File: config.mk
export PLATFORM = sky130hd
export DESIGN_NAME = spd_serial_data_baud
export DESIGN_NICKNAME = d
export VERILOG_FILES = /design/src/include/spd_pkg.sv /design/src/core/spd_serial_data_baud.sv /design/src/core/spd_fifo.sv
export SDC_FILE = /design/constraint.sdc
export NUM_CORES = 1
export LEC_CHECK = 0
export ABC_AREA = 0
export BUFFER_PORTS_ARGS = -buffer_cell sky130_fd_sc_hd__buf_2
export CORE_MARGIN = 2
export CORE_UTILIZATION = 58
export DETAILED_ROUTE_END_ITERATION = 12
export PLACE_DENSITY_LB_ADDON = 0.2
export SLEW_MARGIN = 20
export SYNTH_ARGS = -nofsm -noshare
export SYNTH_HDL_FRONTEND = slang
export SYNTH_SLANG_ARGS = --single-unit
File: constraint.sdc
create_clock -name clk_i -period 2.3 [get_ports clk_i]
set_input_delay 0.46 -clock clk_i [delete_from_list [all_inputs] [get_ports clk_i]]
set_output_delay 0.46 -clock clk_i [all_outputs]
set_load 0.05 [all_outputs]
File: src/include/spd_pkg.sv
// Purpose: Shared constants and types for the serial port data and baud block
// Assumes: 32-bit classic Wishbone, one register per aligned word
// Notes:   Divisor prescale limits are stored as the count minus one

package spd_pkg;

    // ==========================================================
    // Register map (byte addresses)
    localparam logic [7:0] ADR_RX_DATA   = 8'h00;
    localparam logic [7:0] ADR_TX_DATA   = 8'h04;
    localparam logic [7:0] ADR_DIV_LOW   = 8'h08;
    localparam logic [7:0] ADR_DIV_HIGH  = 8'h0c;
    localparam logic [7:0] ADR_CTRL      = 8'h10;
    localparam logic [7:0] ADR_STATUS    = 8'h14;

    // ==========================================================
    // Field positions
    localparam int CTRL_SYNC_BIT   = 0;
    localparam int CTRL_HIGH_BIT   = 1;
    localparam int CTRL_WIDE_BIT   = 2;
    localparam int CTRL_TX9_BIT    = 3;
    localparam int STAT_RX9_BIT    = 0;
    localparam int STAT_RXFULL_BIT = 1;
    localparam int STAT_TXPEND_BIT = 2;
    localparam int STAT_CNT_LSB    = 4;

    // ==========================================================
    // Reset values
    localparam logic [7:0] RST_BYTE = 8'h00;
    localparam logic [3:0] RST_CTRL = 4'h0;

    // ==========================================================
    // Prescale limits (divide factor minus one)
    localparam logic [5:0] PRE_DIV64 = 6'h3f;
    localparam logic [5:0] PRE_DIV16 = 6'h0f;
    localparam logic [5:0] PRE_DIV4  = 6'h03;

    // ==========================================================
    // Receive buffering
    localparam int FIFO_DEPTH = 16;
    localparam int FIFO_CW    = 5;

    typedef struct packed {
        logic       ninth;
        logic [7:0] data;
    } spd_char_type;

endpackage

File: src/core/spd_serial_data_baud.sv
// Purpose: Data buffers and baud rate generator of a serial port
// Assumes: Shift logic sits on the same clock; Wishbone classic slave
// Notes:   Receive path: FIFO then holding register
//
// Overview of operation
// - Receive buffer read-only, ninth bit elsewhere
// - Received characters buffered 17 deep (16-entry FIFO plus holding register) with ninth bit
// - Transmit characters held in one register; ninth bit taken from the control register
// - Writing divisor low byte resets counter
// - Writing divisor high byte resets counter
// - High byte ignored unless wide divider selected
// - Divisor is high byte concatenated with low
// - Async, 8-bit, low speed: divide 64(n+1)
// - Async, 16-bit, low speed: divide 16(n+1)
// - Sync mode divides by 4(n+1) always
// - High speed select ignored in sync mode
//
// Our own choices: the Wishbone slave port and the register offsets.

`timescale 1ns/100ps

module spd_serial_data_baud (
    input  wire logic                  clk_i,
    input  wire logic                  rst_i,
    input  wire logic                  wb_cyc_i,
    input  wire logic                  wb_stb_i,
    input  wire logic                  wb_we_i,
    input  wire logic [7:0]            wb_adr_i,
    input  wire logic [3:0]            wb_sel_i,
    input  wire logic [31:0]           wb_dat_i,
    output logic [31:0]                wb_dat_o,
    output logic                       wb_ack_o,
    input  wire spd_pkg::spd_char_type rx_char_i,
    input  wire logic                  rx_valid_i,
    output logic                       rx_ready_o,
    output spd_pkg::spd_char_type      tx_char_o,
    output logic                       tx_valid_o,
    input  wire logic                  tx_ready_i,
    output logic                       sync_mode_o,
    output logic                       baud_tick_o,
    output logic                       bit_tick_o
);
    import spd_pkg::*;

    logic                ack_q;
    logic [31:0]         rdata_q;
    logic                req;
    logic                wr_en;
    logic                rd_en;
    logic [3:0]          ctrl_q;
    logic [7:0]          div_low_q;
    logic [7:0]          div_high_q;
    logic [7:0]          tx_data_q;
    logic                tx_ninth_q;
    logic                tx_pend_q;
    spd_char_type        rx_hold_q;
    logic                rx_full_q;
    spd_char_type        fifo_out;
    logic                fifo_valid;
    logic                fifo_pop;
    logic [FIFO_CW-1:0]  fifo_cnt;
    logic [15:0]         divisor;
    logic [15:0]         cnt_q;
    logic [5:0]          pre_q;
    logic [5:0]          pre_lim;
    logic                div_wr;
    logic                reload;
    logic                baud_tick_q;
    logic                bit_tick_q;

    // ==========================================================
    // Wishbone slave: one wait state, single-cycle ack
    assign req   = wb_cyc_i && wb_stb_i && !ack_q;
    assign wr_en = req && wb_we_i && wb_sel_i[0];
    assign rd_en = req && !wb_we_i;

    always_ff @(posedge clk_i) begin
        if (rst_i) begin
            ack_q <= 1'b0;
        end else begin
            ack_q <= req;
        end
    end

    always_ff @(posedge clk_i) begin
        if (rst_i) begin
            rdata_q <= 32'h0;
        end else if (rd_en) begin
            case (wb_adr_i)
                ADR_RX_DATA:  rdata_q <= {24'h0, rx_hold_q.data};
                ADR_TX_DATA:  rdata_q <= {24'h0, tx_data_q};
                ADR_DIV_LOW:  rdata_q <= {24'h0, div_low_q};
                ADR_DIV_HIGH: rdata_q <= {24'h0, div_high_q};
                ADR_CTRL:     rdata_q <= {28'h0, ctrl_q};
                ADR_STATUS: begin
                    rdata_q <= 32'h0;
                    rdata_q[STAT_RX9_BIT]    <= rx_hold_q.ninth;
                    rdata_q[STAT_RXFULL_BIT] <= rx_full_q;
                    rdata_q[STAT_TXPEND_BIT] <= tx_pend_q;
                    rdata_q[STAT_CNT_LSB +: FIFO_CW] <= fifo_cnt;
                end
                default:      rdata_q <= 32'h0;
            endcase
        end
    end

    assign wb_ack_o = ack_q;
    assign wb_dat_o = rdata_q;

    // ==========================================================
    // Configuration and divisor registers
    always_ff @(posedge clk_i) begin
        if (rst_i) begin
            ctrl_q <= RST_CTRL;
        end else if (wr_en && wb_adr_i == ADR_CTRL) begin
            ctrl_q <= wb_dat_i[3:0];
        end
    end

    always_ff @(posedge clk_i) begin
        if (rst_i) begin
            div_low_q  <= RST_BYTE;
            div_high_q <= RST_BYTE;
        end else if (wr_en) begin
            if (wb_adr_i == ADR_DIV_LOW) begin
                div_low_q <= wb_dat_i[7:0];
            end
            if (wb_adr_i == ADR_DIV_HIGH) begin
                div_high_q <= wb_dat_i[7:0];
            end
        end
    end

    assign sync_mode_o = ctrl_q[CTRL_SYNC_BIT];
    assign tx_ninth_q  = ctrl_q[CTRL_TX9_BIT];

    // ==========================================================
    // Transmit holding register
    always_ff @(posedge clk_i) begin
        if (rst_i) begin
            tx_data_q <= RST_BYTE;
        end else if (wr_en && wb_adr_i == ADR_TX_DATA) begin
            tx_data_q <= wb_dat_i[7:0];
        end
    end

    // New write wins over a handshake in the same cycle
    always_ff @(posedge clk_i) begin
        if (rst_i) begin
            tx_pend_q <= 1'b0;
        end else if (wr_en && wb_adr_i == ADR_TX_DATA) begin
            tx_pend_q <= 1'b1;
        end else if (tx_ready_i) begin
            tx_pend_q <= 1'b0;
        end
    end

    assign tx_valid_o      = tx_pend_q;
    assign tx_char_o.data  = tx_data_q;
    assign tx_char_o.ninth = tx_ninth_q;

    // ==========================================================
    // Receive path: FIFO, then holding register
    spd_fifo #(
        .WIDTH ($bits(spd_char_type)),
        .DEPTH (FIFO_DEPTH)
    ) u_rx_fifo (
        .clk_i       (clk_i),
        .rst_i       (rst_i),
        .in_valid_i  (rx_valid_i),
        .in_data_i   (rx_char_i),
        .in_ready_o  (rx_ready_o),
        .out_valid_o (fifo_valid),
        .out_data_o  (fifo_out),
        .out_ready_i (fifo_pop),
        .count_o     (fifo_cnt)
    );

    // Refill when empty or being read out this cycle
    assign fifo_pop = fifo_valid &&
                      (!rx_full_q || (rd_en && wb_adr_i == ADR_RX_DATA));

    always_ff @(posedge clk_i) begin
        if (rst_i) begin
            rx_hold_q <= '0;
        end else if (fifo_pop) begin
            rx_hold_q <= fifo_out;
        end
    end

    always_ff @(posedge clk_i) begin
        if (rst_i) begin
            rx_full_q <= 1'b0;
        end else if (fifo_pop) begin
            rx_full_q <= 1'b1;
        end else if (rd_en && wb_adr_i == ADR_RX_DATA) begin
            rx_full_q <= 1'b0;
        end
    end

    // ==========================================================
    // Baud rate generator
    assign divisor = ctrl_q[CTRL_WIDE_BIT] ? {div_high_q, div_low_q}
                                           : {8'h00, div_low_q};
    assign div_wr  = wr_en && (wb_adr_i == ADR_DIV_LOW || wb_adr_i == ADR_DIV_HIGH);
    assign reload  = (cnt_q == 16'h0000);

    always_comb begin
        if (ctrl_q[CTRL_SYNC_BIT]) begin
            pre_lim = PRE_DIV4;
        end else if (ctrl_q[CTRL_WIDE_BIT]) begin
            pre_lim = ctrl_q[CTRL_HIGH_BIT] ? PRE_DIV4 : PRE_DIV16;
        end else begin
            pre_lim = ctrl_q[CTRL_HIGH_BIT] ? PRE_DIV16 : PRE_DIV64;
        end
    end

    always_ff @(posedge clk_i) begin
        if (rst_i) begin
            cnt_q <= 16'h0000;
        end else if (div_wr) begin
            cnt_q <= 16'h0000;
        end else if (reload) begin
            cnt_q <= divisor;
        end else begin
            cnt_q <= cnt_q - 16'h0001;
        end
    end

    always_ff @(posedge clk_i) begin
        if (rst_i) begin
            pre_q <= 6'h00;
        end else if (div_wr) begin
            pre_q <= 6'h00;
        end else if (reload) begin
            pre_q <= (pre_q >= pre_lim) ? 6'h00 : pre_q + 6'h01;
        end
    end

    always_ff @(posedge clk_i) begin
        if (rst_i) begin
            baud_tick_q <= 1'b0;
            bit_tick_q  <= 1'b0;
        end else begin
            baud_tick_q <= reload && !div_wr;
            bit_tick_q  <= reload && !div_wr && pre_q >= pre_lim;
        end
    end

    assign baud_tick_o = baud_tick_q;
    assign bit_tick_o  = bit_tick_q;
endmodule

File: src/core/spd_fifo.sv
// Purpose: Flip-flop FIFO with valid/ready on both sides
// Assumes: DEPTH is a power of two
// Notes:   Full, empty and count are registered

`timescale 1ns/100ps

module spd_fifo #(
    parameter int WIDTH = 9,
    parameter int DEPTH = 16
) (
    input  wire logic                       clk_i,
    input  wire logic                       rst_i,
    input  wire logic                       in_valid_i,
    input  wire logic [WIDTH-1:0]           in_data_i,
    output logic                            in_ready_o,
    output logic                            out_valid_o,
    output logic [WIDTH-1:0]                out_data_o,
    input  wire logic                       out_ready_i,
    output logic [$clog2(DEPTH+1)-1:0]      count_o
);
    localparam int AW = $clog2(DEPTH);
    localparam int CW = $clog2(DEPTH+1);

    logic [WIDTH-1:0] mem_q [DEPTH];
    logic [AW-1:0]    wr_q;
    logic [AW-1:0]    rd_q;
    logic [CW-1:0]    cnt_q;
    logic [CW-1:0]    cnt_d;
    logic             full_q;
    logic             empty_q;
    logic             room_q;
    logic             push;
    logic             pop;

    assign push        = in_valid_i && !full_q;
    assign pop         = out_ready_i && !empty_q;
    assign in_ready_o  = room_q;
    assign out_valid_o = !empty_q;
    assign out_data_o  = mem_q[rd_q];
    assign count_o     = cnt_q;

    always_comb begin
        cnt_d = cnt_q;
        if (push && !pop) begin
            cnt_d = cnt_q + CW'(1);
        end else if (pop && !push) begin
            cnt_d = cnt_q - CW'(1);
        end
    end

    // ==========================================================
    // Storage, one writer per entry
    for (genvar i = 0; i < DEPTH; i++) begin : g_entry
        always_ff @(posedge clk_i) begin
            if (push && wr_q == AW'(i)) begin
                mem_q[i] <= in_data_i;
            end
        end
    end

    always_ff @(posedge clk_i) begin
        if (rst_i) begin
            wr_q <= '0;
            rd_q <= '0;
        end else begin
            if (push) begin
                wr_q <= wr_q + AW'(1);
            end
            if (pop) begin
                rd_q <= rd_q + AW'(1);
            end
        end
    end

    always_ff @(posedge clk_i) begin
        if (rst_i) begin
            cnt_q   <= '0;
            full_q  <= 1'b0;
            room_q  <= 1'b1;
            empty_q <= 1'b1;
        end else begin
            cnt_q   <= cnt_d;
            full_q  <= (cnt_d == CW'(DEPTH));
            room_q  <= (cnt_d != CW'(DEPTH));
            empty_q <= (cnt_d == '0);
        end
    end

endmodule

==> flow_metrics.tcl <==
set metrics [dict create \
    swShare 0.280 \
    initial_core_util 0.593 \
    reg2reg_to "u_rx_fifo.empty_q" \
    cts_tree "done" \
    vias 6210 \
    min_to "tx_valid_o" \
    synth_area_leaders "edfxtp_1 44%, dfxtp_1 18%, mux4_2 10%" \
    post_cts_buffers 0 \
    drv_cap 0 \
    avgSynthCellArea_sq_um 13.4 \
    hold_viol 0 \
    async_reset_ff_frac 0 \
    r2r_cells 7 \
    power.density_mw_per_mm2 1020 \
    drc_errors 0 \
    arrival_ns 2.52 \
    synth-main-ff-cell "edfxtp_1" \
    power.leakage_nw 4.11 \
    fmax_ghz 0.476 \
    layout-drive-gt1-share 0.230 \
    dieHeight_microns 134 \
    crit_slowest_cell "dfxtp_1" \
    dieWidth_microns 134 \
    drt_pre_antenna_iters 6 \
    required_ns 2.72 \
    cts-buffers-inserted 25 \
    grt_usage 0.233 \
    core_sq_mm 0.0166 \
    intPower_mw 8.27 \
    ctsResizeCount 0 \
    root_buffer "clkbuf_16" \
    port_buffers 56 \
    postSynthCellCount 732 \
    final_cell_mix "144 x edfxtp_1, 88 x dfxtp_1, 81 x nor2_1" \
    worst_slew_pin_slew_ns 0.576 \
    finalSetupViolCount 0 \
    gr-total-overflow 0 \
    routed_wl_mm 21.0 \
    synth_edf_count 144 \
    clkTransAtPathRegs_ns 0.06 \
    path_cells "nor4bb_1, buf_4, a41o_1, xnor2_1, nor2_1, o31a_1, a31o_1" \
    ctsHtreeMaxLevel 1 \
    endpoint_kind "flop" \
    cp-startpoint "wb_ack_o" \
    synth_area_leader_cell "edfxtp_1" \
    hold_path.class "primary input to flop" \
    cpLargestDelayFamily "compound AO/OA/AOI/OAI gates" \
    whs_path_depth 3 \
    cpPeakStageDelay_ns 0.35 \
    rr_startpoint "wb_ack_o" \
    slew_headroom 0.616 \
    grt_pass1_vias 6274 \
    yosysUniqueCellTypes 52 \
    rsz0062_at_grt "false" \
    clockBufferDepth 3 \
    clock_latency_ns 0.52 \
    final_nets 886 \
    rows 47 \
    outcome "finished, final reports clean" \
    p_sw_mw 3.22 \
    pwr-share-seq 0.430 \
    wl_per_cell_microns 19.9 \
    antenna_found_initial 0 \
    hold_start "tx_ready_i" \
    dp.cells 1006 \
    finalCriticalPeriod_ns 2.10 \
    antenna_left 0 \
    ioPinCount 107 \
    antenna-diode-count 0 \
    gp_congestion 0.875 \
    comb_power_share 0.225 \
    skew_ns 0.0157 \
    cts_sinks 233 \
    irDropWorstVdd_mv 0.573 \
    maxSlewViolCount 0 \
    r2r_slack_ns 0.20 \
    hpwl_mm 14.1 \
    p_clk_frac 0.345 \
    drt_iter0_drc 530 \
    crit_type "flop to flop" \
    grt_max_degree 64 \
    synth_top_area_share 0.440 \
    netlist_area_sq_mm 0.00983 \
    via_per_inst 5.90 \
    final_common_cell "edfxtp_1" \
    finalCritPeriodShare 0.913 \
    synth-seq-area-share 0.621 \
    start_kind "flop" \
    ys_ff_latch 233 \
    worstPathMaxFanout 9 \
    yosys_warnings 0 \
    die_area_sq_mm 0.0180 \
    critPathBufInv 1 \
    area_growth_pct 14.7 \
    grt_pass1_wl_mm 32.7 \
    cts_hold_buf 0 \
    final_cells 1052 \
    tns_ns 0 \
]
-- per-layer routing --
metal	global-route usage	routed length (microns)	share of wire
met2	0.409	10600	0.51
met3	0.0378	1030	0.049
met1	0.292	8600	0.41
met4	0.0877	683	0.033
met5	0	0	0
-- sequential cells by signal, indices dropped and copies added (netlist names), 4 cells and up --
register	flops
tx_data_q	8
cnt_q	16
u_rx_fifo.count_o	5
div_high_q	8
ctrl_q	4
wb_dat_o	9
rx_hold_q	9
u_rx_fifo.mem_q	144
pre_q	6
div_low_q	8
u_rx_fifo.rd_q	4
u_rx_fifo.wr_q	4
-- cell families after synthesis --
group	share of synthesized area
AO/OA/AOI/OAI	0.0587
XOR/XNOR	0.0232
adder cells (fa/ha/maj)	0.0165
buffers and inverters	0.0407
flip-flops	0.621
multiplexers	0.136
other	0.000381
AND/OR/NAND/NOR	0.104
-- worst min-delay path: stages --
cell and delay (ns):
buf_2 0.07, nand2b_1 0.09, a21oi_1 0.06
-- how the worst max path moves through the flow --
stage                   endpoint  slack (ns)  depth (start not counted)
2_1_floorplan  u_rx_fifo.empty_q        0.11                          8
3_3_place_gp   u_rx_fifo.empty_q        0.05                          8
3_5_place_dp   u_rx_fifo.empty_q        0.04                          8
4_1_cts        u_rx_fifo.empty_q        0.23                          7
5_1_grt        u_rx_fifo.empty_q        0.12                          7
6_report       u_rx_fifo.empty_q        0.20                          7
-- final cells by class --
class | count | area (sq um)
Clock buffer | 30 | 654
Clock inverter | 16 | 169
Fill cell | 1153 | 5310
Inverter | 7 | 26.3
Multi-Input combinational cell | 448 | 3410
Sequential cell | 233 | 6110
Tap cell | 220 | 275
Timing Repair Buffer | 98 | 633
-- per-stage QoR --
| step | utilization | power [mW] | hold slack [ns] | area, sq um | setup slack (ns) |
|---|---|---|---|---|---|
| 2_1_floorplan | - | 6.98 | 0.431 | 9920 | 0.109 |
| 3_3_place_gp | 0.630 | 7.48 | 0.453 | 10500 | 0.0450 |
| 3_5_place_dp | 0.630 | 7.60 | 0.458 | 10500 | 0.0387 |
| 4_1_cts | 0.680 | 11.6 | 0.200 | 11300 | 0.234 |
| 5_1_grt | 0.680 | 12.0 | 0.213 | 11300 | 0.120 |
| 6_report | 0.680 | 11.5 | 0.216 | 11300 | 0.201 |
-- power by group through the flow --
stage / logic [mW] / registers (mW) / clock network (mW)
final: 2.58 / 4.95 / 3.97
after global routing: 2.81 / 4.98 / 4.20
after CTS: 2.60 / 4.94 / 4.04
after detailed placement: 2.58 / 5.02 / 0
after global placement: 2.48 / 5.00 / 0
after floorplan: 1.99 / 4.99 / 0
-- synthesized netlist by cell type (4+ instances only) --
master and instances:
mux4_2 45, edfxtp_1 144, a21o_1 4, o21ai_0 9, xnor2_1 11, nand2_1 60, or3_1 4, a2bb2oi_1 4
buf_2 8, ha_1 13, buf_1 5, a22oi_1 7, a21oi_1 35, mux2i_1 32, a211oi_1 6, nor2_1 81
and3_1 5, dfxtp_1 89, nand3_1 29, clkbuf_1 25, a311oi_1 5, nor3_1 18, inv_1 7, nand4_1 7
xor2_1 15, buf_4 25, nand2b_1 5
Power figures use the tool's default switching activity.
